<file path="config.mk">
export PLATFORM = sky130hd
export DESIGN_NAME = flp_lock_ctl
export DESIGN_NICKNAME = d
export VERILOG_FILES = /design/src/flp_pkg.sv /design/src/flp_lock_ctl.sv
export SDC_FILE = /design/constraint.sdc
export NUM_CORES = 1
export LEC_CHECK = 0
export ABC_AREA = 1
export BUFFER_PORTS_ARGS = -buffer_cell sky130_fd_sc_hd__buf_2
export CAP_MARGIN = 20
export CORE_UTILIZATION = 45
export DETAILED_ROUTE_END_ITERATION = 8
export PLACE_DENSITY = 0.67
export SLEW_MARGIN = 30
export SYNTH_ARGS = -nofsm -noshare
export SYNTH_HDL_FRONTEND = slang
export SYNTH_SLANG_ARGS = --single-unit
</file>
<file path="constraint.sdc">
create_clock -name clock_i -period 2.37 [get_ports clock_i]
set_clock_uncertainty 0.15 [all_clocks]
set_input_delay 0.3555 -clock clock_i [delete_from_list [all_inputs] [get_ports clock_i]]
set_output_delay 0.3555 -clock clock_i [all_outputs]
set_load 0.1 [all_outputs]
</file>
<file path="src/flp_pkg.sv">
// Purpose: Shared constants and carriers for the flash protection block
// Assumes: 200 MHz master clock
// Notes:   Offsets are word byte addresses on the plain register port
package flp_pkg;

	localparam int          FLP_CLK_HZ        = 200000000;
	localparam int          FLP_REGIONS       = 16;
	localparam int          FLP_PAGES_PER_REG = 64;
	localparam int          FLP_PAGE_BYTES    = 256;
	localparam int          FLP_CAL_BITS      = 8;

	// Register map
	localparam logic [7:0]  FLP_MODE_OFF      = 8'h00;
	localparam logic [7:0]  FLP_CMD_OFF       = 8'h04;
	localparam logic [7:0]  FLP_STATUS_OFF    = 8'h08;
	localparam logic [7:0]  FLP_LOCK_OFF      = 8'h0c;
	localparam logic [7:0]  FLP_OPT_OFF       = 8'h10;

	// Mode register fields
	localparam int          FLP_MODE_LOCKIE   = 2;

	// Status register fields
	localparam int          FLP_ST_READY      = 0;
	localparam int          FLP_ST_LOCKERR    = 2;
	localparam int          FLP_ST_SECURE     = 4;
	localparam int          FLP_ST_FASTPROG   = 5;
	localparam int          FLP_ST_RECOVER    = 6;

	// Command register fields: [7:0] code, [25:8] page or bit index
	localparam int          FLP_CMD_ARG_LSB   = 8;
	localparam int          FLP_ARG_W         = 18;

	// Times: erase pin hold and boot recovery strap hold
	localparam int          FLP_ERASE_MS      = 50;
	localparam int          FLP_RECOVER_S     = 10;
	localparam longint      FLP_ERASE_CYC     =
		longint'(FLP_ERASE_MS) * FLP_CLK_HZ / 1000;
	localparam longint      FLP_RECOVER_CYC   =
		longint'(FLP_RECOVER_S) * FLP_CLK_HZ;

	localparam logic [31:0] FLP_CAL_DEFAULT   = 32'h0000_00a5;

	typedef enum logic [7:0] {
		FLP_CMD_PAGE_PROG  = 8'h01,
		FLP_CMD_LOCK_SET   = 8'h02,
		FLP_CMD_PAGE_ERASE = 8'h03,
		FLP_CMD_LOCK_CLR   = 8'h04,
		FLP_CMD_FULL_ERASE = 8'h08,
		FLP_CMD_OPT_SET    = 8'h0b,
		FLP_CMD_OPT_CLR    = 8'h0d,
		FLP_CMD_SECURE     = 8'h0f
	} flp_cmd_t;

	typedef struct packed {
		logic        wr;
		logic        rd;
		logic [7:0]  addr;
		logic [31:0] wdata;
	} flp_bus_t;

	typedef struct packed {
		logic        bod_en;
		logic        bod_rst_en;
	} flp_opt_t;

endpackage

</file>
<file path="src/flp_lock_ctl.sv">
// Purpose: Lock, security and option bit keeper of the flash controller
// Assumes: Plain register port; strap pins synchronous to clock_i
// Notes:   Non-volatile bits are modelled as reset-free state
// Summary of operation
// RULE_01 - One lock bit per parameterised region
// RULE_02 - Two instances give thirty-two regions
// RULE_03 - Region spans parameterised pages of parameterised size
// RULE_04 - Locked erase/program aborted, lock error set
// RULE_05 - Interrupt on lock error only when enabled
// RULE_06 - Lock command sets, unlock clears region bit
// RULE_07 - Erase pin clears every lock bit
// RULE_08 - Secure bit rejects debug and programming-port access
// RULE_09 - Only secure command sets security bit
// RULE_10 - Security cleared by erase pin plus erase
// RULE_11 - Erase pin held longer than 50 ms
// RULE_12 - Lock, security, option bits survive power loss
// RULE_13 - Option set/clear commands change addressed bit
// RULE_14 - Option bit 0 enables brownout detector
// RULE_15 - Erase pin clears option bit 0
// RULE_16 - Option bit 1 is brownout reset enable
// RULE_17 - Erase pin clears option bit 1
// RULE_18 - Eight calibration bits, fixed, erase-proof
// RULE_19 - Test pin, lines 0,1 high, 2 low: fast mode
// RULE_20 - Fast mode accepts commands from programming ports
// RULE_21 - All straps high 10 s restores boot
// RULE_22 - Erase pin active high, idle low
// RULE_23 - Status read clears lock error flag
`timescale 1ns/10ps
module flp_lock_ctl
	import flp_pkg::*;
#(
	parameter int      REGIONS       = FLP_REGIONS,
	parameter int      PAGES_PER_REG = FLP_PAGES_PER_REG,
	parameter int      PAGE_BYTES    = FLP_PAGE_BYTES,
	parameter longint  ERASE_CYC     = FLP_ERASE_CYC,
	parameter longint  RECOVER_CYC   = FLP_RECOVER_CYC
) (
	input  wire logic        clock_i,
	input  wire logic        rstn_i,
	input  wire logic [7:0]  addr_i,
	input  wire logic [31:0] wdata_i,
	input  wire logic        wr_i,
	input  wire logic        rd_i,
	output logic      [31:0] rdata_o,
	input  wire logic        erase_pin_i,
	input  wire logic        test_mode_pin_i,
	input  wire logic        port_line_0_i,
	input  wire logic        port_line_1_i,
	input  wire logic        port_line_2_i,
	input  wire logic        dbg_req_i,
	input  wire logic        fpp_req_i,
	input  wire logic        fpp_cmd_valid_i,
	input  wire logic [31:0] fpp_cmd_i,
	output logic             dbg_grant_o,
	output logic             fpp_grant_o,
	output logic             flash_write_o,
	output logic             flash_erase_o,
	output logic [FLP_ARG_W-1:0] flash_page_o,
	output logic             flash_full_erase_o,
	output logic             boot_restore_o,
	output logic             fast_prog_o,
	output logic             brownout_detector_en_o,
	output logic             brownout_reset_en_o,
	output logic [FLP_CAL_BITS-1:0] cal_bits_o,
	output logic             irq_o
);

	////////////////////////////////////////////////////////////////////
	// Decode

	localparam int PAGE_SHIFT = $clog2(PAGES_PER_REG);
	localparam int REG_W      = (REGIONS > 1) ? $clog2(REGIONS) : 1;

	// Region index of a page number [RULE_03]
	function automatic logic [REG_W-1:0] region_of(
		input logic [FLP_ARG_W-1:0] page);
		logic [FLP_ARG_W-1:0] r;
		r = page >> PAGE_SHIFT;
		return r[REG_W-1:0];
	endfunction

	flp_bus_t    bus;
	flp_opt_t    opt_reg;
	logic [REGIONS-1:0] lock_reg;
	logic        secure_reg;
	logic        lock_err_reg;
	logic        lock_ie_reg;
	logic [31:0] erase_cnt_reg;
	logic [39:0] recover_cnt_reg;
	logic        recover_done_reg;
	logic        erase_seen_reg;

	assign bus = '{wr: wr_i, rd: rd_i, addr: addr_i, wdata: wdata_i};

	wire         fast_mode  = test_mode_pin_i & port_line_0_i
		& port_line_1_i & ~port_line_2_i;          // [RULE_19]
	wire         recover_st = test_mode_pin_i & port_line_0_i
		& port_line_1_i & port_line_2_i;
	// Programming port only speaks in fast mode and when unsecured
	wire         fpp_cmd    = fpp_cmd_valid_i & fast_mode
		& ~secure_reg;                              // [RULE_20] [RULE_08]
	wire         sw_cmd     = bus.wr & (bus.addr == FLP_CMD_OFF);
	wire         cmd_go     = sw_cmd | fpp_cmd;
	// Software has priority if both arrive together
	wire  [31:0] cmd_word   = sw_cmd ? bus.wdata : fpp_cmd_i;
	wire  [7:0]  cmd_code   = cmd_word[7:0];
	wire  [FLP_ARG_W-1:0] cmd_arg =
		cmd_word[FLP_CMD_ARG_LSB +: FLP_ARG_W];
	wire  [REG_W-1:0] cmd_reg = region_of(cmd_arg);
	wire         is_prog    = cmd_code == FLP_CMD_PAGE_PROG;
	wire         is_perase  = cmd_code == FLP_CMD_PAGE_ERASE;
	wire         in_range   = 32'(cmd_reg) < REGIONS;
	wire         target_lck = in_range & lock_reg[cmd_reg];
	wire         abort      = cmd_go & (is_prog | is_perase)
		& target_lck;                               // [RULE_04]
	wire         do_lock    = cmd_go & (cmd_code == FLP_CMD_LOCK_SET);
	wire         do_unlock  = cmd_go & (cmd_code == FLP_CMD_LOCK_CLR);
	wire         do_full    = cmd_go & (cmd_code == FLP_CMD_FULL_ERASE);
	wire         opt_idx    = cmd_arg[0];
	wire         do_optset  = cmd_go & (cmd_code == FLP_CMD_OPT_SET);
	wire         do_optclr  = cmd_go & (cmd_code == FLP_CMD_OPT_CLR);
	wire         do_secure  = cmd_go & (cmd_code == FLP_CMD_SECURE);
	wire         st_read    = bus.rd & (bus.addr == FLP_STATUS_OFF);
	// Erase pin must be held the full time before it acts [RULE_22]
	wire         erase_held = erase_pin_i
		& (64'(erase_cnt_reg) >= ERASE_CYC - 1);    // [RULE_11]

	wire  [31:0] status_w = 32'(1'b1) << FLP_ST_READY
		| 32'(lock_err_reg) << FLP_ST_LOCKERR
		| 32'(secure_reg) << FLP_ST_SECURE
		| 32'(fast_mode) << FLP_ST_FASTPROG
		| 32'(recover_done_reg) << FLP_ST_RECOVER;

	logic [31:0] rdata_next;
	always_comb begin
		rdata_next = 32'h0000_0000;
		if (bus.rd) begin
			case (bus.addr)
				FLP_MODE_OFF:   rdata_next = 32'(lock_ie_reg) << FLP_MODE_LOCKIE;
				FLP_STATUS_OFF: rdata_next = status_w;
				FLP_LOCK_OFF:   rdata_next = 32'(lock_reg);
				FLP_OPT_OFF:    rdata_next = {16'h0000,
					8'(cal_bits_o), 6'h00, opt_reg.bod_rst_en,
					opt_reg.bod_en};
				default:        rdata_next = 32'h0000_0000;
			endcase
		end
	end

	////////////////////////////////////////////////////////////////////
	// Erase pin and recovery timers

	always_ff @(posedge clock_i or negedge rstn_i) begin
		if (!rstn_i) begin
			erase_cnt_reg <= 32'h0000_0000;
		end else if (!erase_pin_i) begin
			erase_cnt_reg <= 32'h0000_0000;
		end else if (!erase_held) begin
			erase_cnt_reg <= erase_cnt_reg + 32'h0000_0001;
		end
	end

	always_ff @(posedge clock_i or negedge rstn_i) begin
		if (!rstn_i) begin
			recover_cnt_reg  <= 40'h00_0000_0000;
			recover_done_reg <= 1'b0;
		end else if (!recover_st) begin
			recover_cnt_reg <= 40'h00_0000_0000;
		end else if (64'(recover_cnt_reg) >= RECOVER_CYC - 1) begin
			// Done stays until reset; later strap holds restore without the wait
			recover_done_reg <= 1'b1;               // [RULE_21]
		end else begin
			recover_cnt_reg <= recover_cnt_reg + 40'h00_0000_0001;
		end
	end

	////////////////////////////////////////////////////////////////////
	// Protection state
	// Lock, security and option bits have no reset: they model
	// non-volatile cells and keep value across resets [RULE_12]

	// Per-region lock bits [RULE_01] [RULE_02]
	for (genvar g = 0; g < REGIONS; g++) begin : g_lock
		wire hit = 32'(cmd_reg) == g;
		always_ff @(posedge clock_i) begin
			if (erase_held) begin
				lock_reg[g] <= 1'b0;                    // [RULE_07]
			end else if (do_lock && hit) begin
				lock_reg[g] <= 1'b1;                    // [RULE_06]
			end else if (do_unlock && hit) begin
				lock_reg[g] <= 1'b0;                    // [RULE_06]
			end
		end
	end

	always_ff @(posedge clock_i) begin
		if (erase_held) begin
			opt_reg <= '{bod_en: 1'b0, bod_rst_en: 1'b0}; // [RULE_15] [RULE_17]
		end else if (do_optset || do_optclr) begin
			if (opt_idx)
				opt_reg.bod_rst_en <= do_optset;        // [RULE_13]
			else
				opt_reg.bod_en <= do_optset;            // [RULE_13]
		end
	end

	// Pin hold stands in for the full erase it forces [RULE_10]
	always_ff @(posedge clock_i) begin
		if (erase_held) begin
			secure_reg <= 1'b0;                         // [RULE_10]
		end else if (do_secure) begin
			secure_reg <= 1'b1;                         // [RULE_09]
		end
	end

	always_ff @(posedge clock_i or negedge rstn_i) begin
		if (!rstn_i) begin
			lock_ie_reg  <= 1'b0;
			lock_err_reg <= 1'b0;
			erase_seen_reg <= 1'b0;
		end else begin
			if (bus.wr && bus.addr == FLP_MODE_OFF)
				lock_ie_reg <= bus.wdata[FLP_MODE_LOCKIE];
			// New abort wins over the read clear
			if (abort)
				lock_err_reg <= 1'b1;                   // [RULE_04]
			else if (st_read)
				lock_err_reg <= 1'b0;                   // [RULE_23]
			erase_seen_reg <= erase_held;
		end
	end

	////////////////////////////////////////////////////////////////////
	// Outputs

	always_ff @(posedge clock_i or negedge rstn_i) begin
		if (!rstn_i) begin
			rdata_o                <= 32'h0000_0000;
			dbg_grant_o            <= 1'b0;
			fpp_grant_o            <= 1'b0;
			flash_write_o          <= 1'b0;
			flash_erase_o          <= 1'b0;
			flash_page_o           <= '0;
			flash_full_erase_o     <= 1'b0;
			boot_restore_o         <= 1'b0;
			fast_prog_o            <= 1'b0;
			brownout_detector_en_o <= 1'b0;
			brownout_reset_en_o    <= 1'b0;
			cal_bits_o             <= '0;
			irq_o                  <= 1'b0;
		end else begin
			rdata_o                <= rdata_next;
			dbg_grant_o            <= dbg_req_i & ~secure_reg;  // [RULE_08]
			fpp_grant_o            <= fpp_req_i & fast_mode & ~secure_reg;
			flash_write_o          <= cmd_go & is_prog & ~target_lck;
			flash_erase_o          <= cmd_go & is_perase & ~target_lck;
			// Page of the last accepted command only, not idle bus noise
			if (cmd_go)
				flash_page_o       <= cmd_arg;
			// Erase pin forces a whole-array erase once per assertion
			flash_full_erase_o     <= do_full
				| (erase_held & ~erase_seen_reg);
			boot_restore_o         <= recover_st & recover_done_reg;
			fast_prog_o            <= fast_mode;
			brownout_detector_en_o <= opt_reg.bod_en;      // [RULE_14]
			brownout_reset_en_o    <= opt_reg.bod_rst_en;  // [RULE_16]
			// Factory value, no write path reaches it [RULE_18]
			cal_bits_o             <= FLP_CAL_DEFAULT[FLP_CAL_BITS-1:0];
			irq_o                  <= lock_err_reg & lock_ie_reg; // [RULE_05]
		end
	end

	////////////////////////////////////////////////////////////////////
	// Checks

	lock_abort_a: assert property (@(posedge clock_i) disable iff (!rstn_i)
		abort |=> lock_err_reg && !flash_write_o && !flash_erase_o)
		else $error("locked command not aborted"); // [RULE_04]
	irq_gate_a: assert property (@(posedge clock_i) disable iff (!rstn_i)
		irq_o |-> $past(lock_ie_reg) && $past(lock_err_reg))
		else $error("irq without enable"); // [RULE_05]
	secure_block_a: assert property (@(posedge clock_i) disable iff (!rstn_i)
		secure_reg |=> !dbg_grant_o && !fpp_grant_o)
		else $error("access granted while secured"); // [RULE_08]
	erase_unlock_a: assert property (@(posedge clock_i) disable iff (!rstn_i)
		erase_held |=> lock_reg == '0 && !secure_reg && opt_reg == '0)
		else $error("erase pin left protection"); // [RULE_07]
	secure_set_a: assert property (@(posedge clock_i) disable iff (!rstn_i)
		$rose(secure_reg) |-> $past(do_secure))
		else $error("security set without command"); // [RULE_09]
	lock_cmd_a: assert property (@(posedge clock_i) disable iff (!rstn_i)
		do_lock && !erase_held && in_range |=> lock_reg[$past(cmd_reg)])
		else $error("lock command ignored"); // [RULE_06]
	// Option cells are unknown before the first erase hold, so the
	// checks key on the known level rather than on equality
	bod_follow_a: assert property (@(posedge clock_i) disable iff (!rstn_i)
		opt_reg.bod_en |=> brownout_detector_en_o)
		else $error("brownout enable mismatch"); // [RULE_14]
	fast_entry_a: assert property (@(posedge clock_i) disable iff (!rstn_i)
		fast_mode |=> fast_prog_o)
		else $error("fast mode not entered"); // [RULE_19]
	rd_clear_a: assert property (@(posedge clock_i) disable iff (!rstn_i)
		st_read && !abort |=> !lock_err_reg)
		else $error("status read kept lock error"); // [RULE_23]

	////////////////////////////////////////////////////////////////////
	// Checks on option, command and strap paths

	bod_off_a: assert property ( // [RULE_14]
		@(posedge clock_i) disable iff (!rstn_i)
		!opt_reg.bod_en |=> !brownout_detector_en_o)
		else $error("brownout detector on while option clear");
	brst_on_a: assert property ( // [RULE_16]
		@(posedge clock_i) disable iff (!rstn_i)
		opt_reg.bod_rst_en |=> brownout_reset_en_o)
		else $error("brownout reset enable not passed on");
	brst_off_a: assert property ( // [RULE_16]
		@(posedge clock_i) disable iff (!rstn_i)
		!opt_reg.bod_rst_en |=> !brownout_reset_en_o)
		else $error("brownout reset on while option clear");
	unlock_cmd_a: assert property ( // [RULE_06]
		@(posedge clock_i) disable iff (!rstn_i)
		do_unlock && !erase_held && in_range |=> !lock_reg[$past(cmd_reg)])
		else $error("unlock command ignored");
	opt_set_a: assert property ( // [RULE_13]
		@(posedge clock_i) disable iff (!rstn_i)
		do_optset && !erase_held
		|=> ($past(opt_idx) ? opt_reg.bod_rst_en : opt_reg.bod_en))
		else $error("option set ignored");
	opt_clr_a: assert property ( // [RULE_13]
		@(posedge clock_i) disable iff (!rstn_i)
		do_optclr && !erase_held
		|=> !($past(opt_idx) ? opt_reg.bod_rst_en : opt_reg.bod_en))
		else $error("option clear ignored");
	cal_fixed_a: assert property ( // [RULE_18]
		@(posedge clock_i) disable iff (!rstn_i)
		rstn_i |=> cal_bits_o == FLP_CAL_DEFAULT[FLP_CAL_BITS-1:0])
		else $error("calibration bits changed");
	fpp_secure_a: assert property ( // [RULE_08]
		@(posedge clock_i) disable iff (!rstn_i)
		secure_reg && fpp_cmd_valid_i && !sw_cmd
		|=> !flash_write_o && !flash_erase_o)
		else $error("programming port command while secured");
	fast_exit_a: assert property ( // [RULE_19]
		@(posedge clock_i) disable iff (!rstn_i)
		!fast_mode |=> !fast_prog_o)
		else $error("fast mode without straps");
	recover_a: assert property ( // [RULE_21]
		@(posedge clock_i) disable iff (!rstn_i)
		boot_restore_o |-> $past(recover_st))
		else $error("boot restore without straps");
	erase_once_a: assert property ( // [RULE_10]
		@(posedge clock_i) disable iff (!rstn_i)
		erase_held && erase_seen_reg && !do_full |=> !flash_full_erase_o)
		else $error("full erase repeated during one hold");
	irq_on_a: assert property ( // [RULE_05]
		@(posedge clock_i) disable iff (!rstn_i)
		lock_err_reg && lock_ie_reg |=> irq_o)
		else $error("enabled lock error gave no interrupt");
	irq_off_a: assert property ( // [RULE_05]
		@(posedge clock_i) disable iff (!rstn_i)
		!lock_ie_reg |=> !irq_o)
		else $error("interrupt while disabled");
	prog_pass_a: assert property ( // [RULE_04]
		@(posedge clock_i) disable iff (!rstn_i)
		cmd_go && is_prog && !target_lck |=> flash_write_o)
		else $error("unlocked program not issued");

endmodule

</file>
# Yosys cells after proc, flatten, opt, wreduce, memory -nomap -nowiden
# Cells that the tools add are included.
[word_totals]
in_bits = 84
latch_bits = 0
rom_bits = 0
ram_bits = 0
n_memories = 0
regBits = 156
[classes]
mux = 43
order_cmp = 3
addsub = 2
n_reduce_logical = 56
n_div = 0
eq_ne = 29
multipliers = 0
bitwise = 38
shift = 0
[op_table]
columns = ["operator", "count"]
rows = [
  ["$mux W32", 3],
  ["$mux W40", 2],
  ["$pmux W16 S4", 1],
  ["$eq A8 B4 Y1 const B", 6],
  ["$add A40 B1 Y40 const B", 1],
  ["$ge A40 B31 Y1 const B", 1],
  ["$mux W1", 35],
  ["$reduce_bool A2 Y1", 17],
  ["$logic_and A1 B1 Y1", 33],
  ["$add A32 B1 Y32 const B", 1],
  ["$eq A4 B4 Y1 const B", 8],
  ["$ge A32 B24 Y1 const B", 1],
  ["$and A1 B1 Y1", 27],
  ["$mux W26", 1],
  ["$eq A4 B3 Y1 const B", 4],
  ["$eq A8 B2 Y1 const B", 2],
  ["$eq A8 B3 Y1 const B", 2],
  ["$eq A4 B2 Y1 const B", 2],
  ["$eq A8 B1 Y1 const B", 1],
  ["$eq A8 B5 Y1 const B", 1],
  ["$logic_not A8 Y1", 1],
  ["$or A6 B7 Y7", 1],
  ["$or A5 B6 Y6", 1],
  ["$reduce_and A2 Y1", 3],
  ["9 further kinds", 16],
]

# Longest topological paths before layout
# Gate-level depths: netlist (run 1).
[logic_depth]
word_depth = 10
mapped_depth = 16
mapped_depth_nobuf = 15

# Worst setup path before layout (run 1)
# No wires, ideal clock.
[synth_path]
path_type = "reg-to-reg"
start = "register erase_cnt_reg[0]"
end = "register secure_reg"
required_time_ns = 2.103
path_stages_with_launch = 14
period_less_slack_ns = 1.961
n_path_buf = 1
arrival_time_ns = 1.694
setup_slack_ns = 0.409
cell_sequence = "dfrtp_1 ha_1 inv_1 nor3_4 nand2_1 nor2_1 o21ai_1 nand2_1 nand2_1 nand2_1 nand2_2 inv_1 buf_4 nor2_1"
[synth_between]
elab_chain_cells = 2
[synth_lines]
columns = ["element", "line", "rtl"]
rows = [
  ["from (decl)", "flp_lock_ctl.sv:88", "logic [31:0] erase_cnt_reg;"],
  ["from (signal assigned)", "flp_lock_ctl.sv:159", "erase_cnt_reg <= erase_cnt_reg + 32'h0000_0001;"],
  ["$ge A32 B24 Y1", "flp_lock_ctl.sv:126", "& (64'(erase_cnt_reg) >= ERASE_CYC - 1);"],
  ["$and A1 B1 Y1", "flp_lock_ctl.sv:126", ""],
  ["via erase_held", "flp_lock_ctl.sv:125", "wire erase_held = erase_pin_i"],
  ["to (signal assigned)", "flp_lock_ctl.sv:210", "secure_reg <= 1'b0;"],
  ["to (signal assigned)", "flp_lock_ctl.sv:212", "secure_reg <= 1'b1;"],
  ["to (decl)", "flp_lock_ctl.sv:85", "logic secure_reg;"],
]
# The timed path passes the listed nets, and every way through them passes these cells.
# A chain may end at the register's enable or synchronous reset.

# Worst setup path after layout (run 1)
[layout_path]
start = "register recover_cnt_reg[0]"
end = "register recover_cnt_reg[13]"
[layout_between]
elab_chain_cells = 3
elab_cells_between_ends = 5
[layout_lines]
columns = ["element", "line", "rtl"]
rows = [
  ["from (decl)", "flp_lock_ctl.sv:89", "logic [39:0] recover_cnt_reg;"],
  ["from (signal assigned)", "flp_lock_ctl.sv:173", "recover_cnt_reg <= recover_cnt_reg + 40'h00_0000_0001;"],
  ["$add A40 B1 Y40", "flp_lock_ctl.sv:173", ""],
  ["$mux W40", "flp_lock_ctl.sv:169", "end else if (64'(recover_cnt_reg) >= RECOVER_CYC - 1) begin"],
  ["$mux W40", "flp_lock_ctl.sv:167", "end else if (!recover_st) begin"],
]
# Several ways; a longest one is shown, not always the timed one. The select of a mux whose other input is x is not followed.

==> summary.txt, run 1 <==
Status
  – Outcome: complete, no violations

Layout
  – Layout cells sized above 1: 20.0%
  – Fill count: approximately 1600
  – Most common cell after layout, fill and taps aside: nand2_1
  – Most frequent cells in the layout: nand2_1 (253), inv_1 (123), nor2_1 (123), dfrtp_1 (120), buf_2 (118)
  – Multi-input gate area: around 3700 µm²
  – Register area: around 3400 µm²
  – Largest register FFs: 40
  – Cell Count, Final, Fillers Out: between 1000 and 1500
  – Nets: around 1300
  – P&R area growth vs syn: 19.7%
  – ANT cells: 0

Route
  – DR pass1 iterations: 5
  – Vias/cell: 5.14
  – Drt wl/cell: about 15 µm
  – Final ANT Viol Nets: 0
  – DRT iter0 DRCs: 486
  – Drc violations: 0
  – Final WL: 21000 µm
  – Vias: about 7400

Clock network
  – Clk buf depth: 2
  – TritonCTS clock tree: done
  – CTS root buf: clkbuf_16
  – H-Tree Depth: 4
  – Clk_lat worst skew: between 0.4 and 0.5 ns
  – Reg clk slew, reported paths: approximately 0.060 ns
  – Num Clock Sinks: 140
  – Cts bufs inserted: 17

Setup path
  – CP Cell Sequence: ha_2, nand3_2, nor2_2, inv_2, nor2_4, nand3_1, nor2_1, nor2_1, nand2_4, buf_12, o21ai_0, nand2_1, nor2_1
  – Crit path required time: ~2.6 ns
  – Reg2reg start: recover_cnt_reg[0]
  – Most common cell on crit path: nor2_1
  – Critical R2R Capture: recover_cnt_reg[13]
  – Worst setup EP type: flop
  – Delay-heaviest family, CP: simple AND/OR/NAND/NOR gates
  – Buf/Inv on CP: 2
  – Crit path to: recover_cnt_reg[13]
  – Crit path launch: recover_cnt_reg[0]
  – Critical-path top delay cell: dfrtp_1
  – CP Max Fanout: 20
  – CP Class: reg2reg
  – CP arrival: 2.45 ns
  – R2R cell count: 13
  – Crit path depth: 13
  – R2R setup slack: ~0.12 ns
  – Max incr delay on CP: approximately 0.41 ns
  – CP Launch Type: flop

Placed design
  – Dpl hpwl: 15300 µm
  – Post-Place Setup Slack: -0.00734 ns
  – Placed Instances: roughly 1400
  – Port Buffer Count: ~120
  – GP Congestion: between 0.9 and 1

STA
  – Slew headroom: 54.4%
  – Fmax: ~0.44 GHz
  – Fin worst setup slack: 0.117 ns
  – Final setup vio count: 0
  – Post-layout min period: about 2.3 ns
  – Final slew viol count: 0
  – Measured slew at the worst slew-check pin: 0.682 ns
  – Fin crit share: 95.1%
  – Final hold vios: 0

Pwr
  – Power Total: 6.23 mW
  – Leak pwr: around 4.4 nW
  – Max IR drop VDD: between 0.6 and 0.7 mV
  – Sequential share of power: 40.2%
  – Clk network pwr share: a little over two fifths
  – Combinational power share: between 10% and 20%
  – PwrDens: ~660 nW/µm²
  – Net switching power: ~2 mW
  – Pint: 4.23 mW
  – Switching portion of total power: about a third

Hold path
  – Min-Delay Path Class: in2reg

Synth
  – Flops & latches, synth: 140
  – Seq/Total Area, Yosys: approximately 43%
  – Post-synth EDFFs: 0
  – Async SR Flop Fraction: a little under 90%
  – Synthesized area: approximately 8000 µm²
  – Post-synthesis cell count: between 1000 and 1500
  – Yosys Warn Count: 0
  – Synth Area per Inst: about 7.4 µm²
  – Ys flop type: dfrtp_1
  – Post-synth cell types: 45

Global route
  – Total grt overflow: 0
  – Largest net degree at the start of global routing: 44
  – First-pass GRT wire length: approximately 35000 µm
  – Global Route Usage Sum: 24.3%
  – Vias in the first global route: ~7100
  – Initial antenna violation count: 0

Run
  – Max cap viols: 0

Floorplanning
  – Die X: roughly 130 µm
  – Die H: between 100 and 150 µm
  – FP Rows: 48
  – # IOs: about 150
  – Die area: ~18000 µm²
  – Starting density of the core: between 40% and 50%
  – Core outline area: between 15000 and 20000 µm²
through the flow:
stage | instance area (µm²) | setup TNS, ns | util (%) | hold slack (ns)
6_report | 9470 | 0 | 54.9 | 0.0130
5_1_grt | 9470 | -0.0153 | 54.9 | 0.00790
4_1_cts | 9390 | 0 | 54.5 | 0.000961
3_5_place_dp | 8780 | -0.00734 | 51.0 | 0.228
3_3_place_gp | 8780 | 0 | 51.0 | 0.234
2_1_floorplan | 7980 | 0 | - | -0.0901
final cells by class:
cell class              count  share of cell area [%]
flip-flops and latches    140                    36.0
well taps                 225                    2.97
inverters                 133                    5.29
multi-input cells         755                    39.3
repair buffers            153                    10.3
clock inverters            10                    1.24
clock buffers              21                    4.86
metal layers:
layer / GRT usage (%) / up-vias / routed length (µm) / part of all wire [%]
li1: - / 3657 / - / -
met1: 30.4 / 3484 / 9390 / 45
met2: 41.8 / 220 / 10200 / 49
met3: 5.67 / 31 / 1030 / 4.9
met4: 6.87 / 0 / 354 / 1.7
met5: 0 / - / 0 / 0
cell families (layout without fill, tap and decap cells):
| group | count (synthesis) | count (layout) | share of synthesized area (%) |
|---|---|---|---|
| AND/OR/NAND/NOR | 574 | 574 | 32.6 |
| buffers and inverters | 191 | 317 | 11.0 |
| flip-flops | 140 | 140 | 43.1 |
| AO/OA/AOI/OAI | 129 | 129 | 9.74 |
| XOR/XNOR | 29 | 29 | 3.21 |
| adder cells (fa/ha/maj) | 2 | 2 | 0.316 |
| other | 2 | 21 | 0.0949 |
what timing repair did:
| item | 4_1_cts | 5_1_grt |
|---|---|---|
| resized for setup | 1 | 5 |
| hold buffers | 2 | 0 |
| buffers inserted | 0 | 4 |
| setup endpoints to repair | 5 | 62 |
| pin swaps | 0 | 3 |
| endpoints found under the hold margin | 39 | 0 |
| cloned | 0 | 1 |
power groups by stage:
| stage | clock [mW] | combinational, mW | sequential, mW |
|---|---|---|---|
| 3_5_place_dp | 0 | 1.11 | 2.55 |
| 6_report | 2.62 | 1.10 | 2.50 |
| 3_3_place_gp | 0 | 1.10 | 2.55 |
| 4_1_cts | 2.66 | 1.11 | 2.50 |
| 5_1_grt | 2.79 | 1.16 | 2.51 |
| 2_1_floorplan | 0 | 0.352 | 3.07 |
worst min-delay path by stage:
stage / from / to / slack (ns) / depth (start not counted)
after CTS: fpp_req_i / fpp_grant_o / 0.001 / 3
after floorplan: rstn_i / boot_restore_o / -0.09 / 0
after detailed placement: rstn_i / recover_cnt_reg[27] / 0.23 / 1
final: fpp_req_i / fpp_grant_o / 0.01 / 3
after global placement: rstn_i / recover_cnt_reg[35] / 0.23 / 1
after global routing: fpp_req_i / fpp_grant_o / 0.008 / 3
worst register-to-register path, stage by stage (launching register included):
cell,delay [ns]
dfrtp_1,0.41
ha_2,0.22
nand3_2,0.11
nor2_2,0.07
inv_2,0.09
nor2_4,0.05
nand3_1,0.08
nor2_1,0.04
nor2_1,0.30
nand2_4,0.15
buf_12,0.19
o21ai_0,0.17
nand2_1,0.06
nor2_1,0.09
synthesized netlist by cell type, types with 14 or more instances:
cell type | n | area share [%]
nand3_1 | 69 | 4.4
nand4_1 | 31 | 2.5
a21oi_1 | 31 | 2.0
nor2_1 | 124 | 5.9
nand2_1 | 254 | 12
xor2_1 | 19 | 2.1
dfrtp_1 | 121 | 38
nor3_1 | 45 | 2.8
o21ai_0 | 51 | 3.2
dfxtp_1 | 19 | 4.8
clkbuf_1 | 14 | 0.66
buf_4 | 26 | 2.5
inv_1 | 123 | 5.8
Note: power is estimated with default switching activity, not from simulation.
==> run 2: changes to the inputs <==
--- a/config.mk
+++ b/config.mk
@@ -5,9 +5,8 @@
 export SDC_FILE = /design/constraint.sdc
 export NUM_CORES = 1
 export LEC_CHECK = 0
-export ABC_AREA = 1
+export ABC_AREA = 0
 export BUFFER_PORTS_ARGS = -buffer_cell sky130_fd_sc_hd__buf_2
-export CAP_MARGIN = 20
 export CORE_UTILIZATION = 45
 export DETAILED_ROUTE_END_ITERATION = 8
 export PLACE_DENSITY = 0.67
==> run 2 against run 1 <==
Synthesized cell count fell by 24%; core utilization grew 3.5 points; largest cell class unchanged; hold slack gained 0.0064 ns; highest routed layer is now met5; critical path type unchanged; via count decreased by 8.3%; critical path depth shrank 6; flip-flop and latch count is the same; wire length shrank 6.1%.
==> summary.txt, run 2 <==
Status
  – Outcome: complete, no violations

Synth
  – Seq/Total Area, Yosys: 44.4%
  – Top-count cell post-synth: dfrtp_1
  – Synth Area in XOR/XNOR: 0.912%
  – Mux share of post-synthesis cell area: under 10%
  – Flops & latches, synth: between 100 and 150
  – Post-synthesis cell count: just over 800
  – Top-area cell type share of the netlist area: roughly 40%
  – Ys flop type: dfrtp_1
  – Yosys Warn Count: 0
  – Simple-gate portion of the synthesized area: 25.0%
  – Largest family of logic cells by synthesized area: simple AND/OR/NAND/NOR gates
  – Post-synth cell types: a little over 70
  – Dominant cell type by area after synthesis: dfrtp_1
  – Synth Area per Inst: 9.49 µm²
  – Synth Area in Compound Gates: 15.4%
  – Synth Area in Adders: less than 1%
  – Top cells by area, synth: dfrtp_1 (39%), mux2i_1 (5.3%), dfxtp_1 (4.9%)
  – Post-synth EDFFs: 0
  – Synthesized area: roughly 7700 µm²
  – Post-synth top cells: dfrtp_1 (121), nand2_1 (93), a21oi_1 (50), nand3_1 (49), o21ai_0 (43)
  – Async SR Flop Fraction: between 80% and 90%

Clock network
  – Num Clock Sinks: 140
  – TritonCTS clock tree: done
  – Clk buf depth: 2
  – Cts bufs inserted: 17
  – H-Tree Depth: 4
  – Clk_lat worst skew: between 0.4 and 0.5 ns
  – CTS root buf: clkbuf_16
  – Reg clk slew, reported paths: roughly 0.060 ns

Route
  – Vias: a little under 7000
  – Drc violations: 0
  – DRT iter0 DRCs: ~500
  – Drt wl/cell: 16.0 µm
  – Final ANT Viol Nets: 0
  – Vias/cell: 5.53
  – DR pass1 iterations: 5
  – Final WL: 19700 µm

Layout
  – Most common cell after layout, fill and taps aside: dfrtp_1
  – Layout cells sized above 1: roughly 31%
  – P&R area growth vs syn: 26.6%
  – Largest register FFs: 40
  – Cell Count, Final, Fillers Out: between 1000 and 1500
  – Most frequent cells in the layout: dfrtp_1 (120), buf_2 (118), nand2_1 (93), buf_4 (77), nand3_1 (48)
  – Nets: roughly 1100

Hold path
  – Min-Delay Path Class: in2reg
  – HP Start: wdata_i[24]

STA
  – Fmax: between 0.4 and 0.5 GHz
  – Final hold vios: 0
  – Measured slew at the worst slew-check pin: between 0.5 and 0.6 ns
  – Final setup vio count: 0
  – Fin crit share: a little over nine tenths
  – Slew headroom: 63.1%
  – Post-layout min period: approximately 2.3 ns
  – Final slew viol count: 0

Floorplanning
  – Die X: around 130 µm
  – Die H: approximately 130 µm
  – FP Rows: 47
  – # IOs: 152
  – Die area: between 15000 and 20000 µm²
  – Core outline area: 16600 µm²
  – Starting density of the core: a little under half

Pwr
  – Net switching power: ~2.2 mW
  – Switching portion of total power: ~34%
  – Combinational power share: a little under 20%
  – Power Total: 6.34 mW
  – Clk network pwr share: 40.9%
  – Sequential share of power: around two fifths
  – PwrDens: 652 nW/µm²
  – Max IR drop VDD: between 0.5 and 0.6 mV
  – Leak pwr: about 4.3 nW
  – Pint: about 4.2 mW

Placed design
  – Dpl hpwl: 13700 µm
  – Placed Instances: 1168
  – GP Congestion: about 0.86
  – Port Buffer Count: 119

Global route
  – Largest net degree at the start of global routing: a little over 80
  – First-pass GRT wire length: around 33000 µm
  – Global Route Usage Sum: about a quarter
  – Total grt overflow: 0
  – Initial antenna violation count: 3
  – Vias in the first global route: 6503

Setup path
  – CP Class: reg2reg
  – CP arrival: between 2 and 2.5 ns
  – CP Launch Type: flop
  – Worst setup EP type: flop
  – Crit path launch: erase_cnt_reg[5]
  – Reg2reg start: erase_cnt_reg[5]
  – Crit path required time: roughly 2.6 ns
  – CP Max Fanout: 15

Run
  – Max cap viols: 0
## run 2: cell types whose count changed in the layout (fill, tap and decap cells not counted), moves of 20 or more
cell	previous run	this run
nand2_1	253	93
nand4_1	31	11
and2_1	0	23
nor3_1	45	7
nand3_1	69	48
mux2i_1	0	34
inv_1	123	12
or4_1	0	24
buf_4	24	77
nor2_1	123	36
## run 2: critical path, stage by stage, from the launching register on
cell     delay, ns
dfrtp_1       0.40
and4_1        0.22
a31oi_2       0.25
o41ai_4       0.11
a21o_1        0.21
buf_4         0.18
or4_1         0.51
a21oi_1       0.17
## run 2: power by group through the flow
stage          registers, mW  logic (mW)  clock network, mW
6_report                2.52        1.23               2.59
2_1_floorplan           3.14       0.368                  0
3_5_place_dp            2.56        1.21                  0
4_1_cts                 2.52        1.23               2.64
3_3_place_gp            2.56        1.20                  0
5_1_grt                 2.53        1.29               2.74
## run 2: worst paths after layout
kind                                       end  cells past startpoint  slack, ns
max                           erase_cnt_reg[9]                      7       0.07
min                           flash_page_o[16]                      3       0.02
max reg2reg                   erase_cnt_reg[9]                      7       0.07
min reg2reg                brownout_reset_en_o                      0       0.25
max in group asynchronous  recover_cnt_reg[12]                      3       1.24
min in group asynchronous  recover_cnt_reg[16]                      3       0.37
## run 2: final cells by class
class	instances	area, µm²
diodes	1	2.50
clock buffers	18	439
repair buffers	213	1410
clock inverters	14	134
well taps	220	275
fillers	1399	6910
flip-flops and latches	140	3410
multi-input cells	607	4020
inverters	13	48.8
## run 2: cells by family after synthesis
logic type / count (synthesis)
simple gates: 349
compound gates: 175
flops: 140
buf+inv: 82
mux: 52
xor+xnor: 8
fa+ha+maj: 2
other cells: 2
## run 2: through the flow
step | setup TNS [ns] | hold slack [ns] | area [µm²] | setup WS [ns] | utilization, %
finish | 0 | 0.0194 | 9730 | 0.0728 | 58.5
global route | -0.0305 | 0.0236 | 9730 | -0.0142 | 58.5
CTS | -0.000240 | 0.00718 | 9490 | -0.000240 | 57.0
detailed placement | -4.28 | 0.246 | 8800 | -0.254 | 52.9
global placement | -3.83 | 0.241 | 8800 | -0.234 | 52.9
floorplan | -0.643 | -0.0901 | 7810 | -0.0809 | -
## run 2: metal layers
| layer | routed length, µm | share of wire [%] | global-route usage, % | vias to the layer above |
|---|---|---|---|---|
| li1 | - | - | - | 3285 |
| met5 | 12 | 0.061 | 0 | - |
| met1 | 8790 | 45 | 31.1 | 3257 |
| met2 | 9230 | 47 | 36.0 | 202 |
| met3 | 1260 | 6.4 | 6.36 | 29 |
| met4 | 391 | 2.0 | 9.00 | 2 |
## run 2: timing repair
| item | in CTS | in global routing |
|---|---|---|
| hold buffers | 11 | 0 |
| pin swaps | 0 | 6 |
| gates resized for setup | 0 | 21 |
| hold endpoints to repair | 131 | 0 |
| setup buffers | 1 | 13 |
| endpoints found under the setup margin | 2 | 37 |
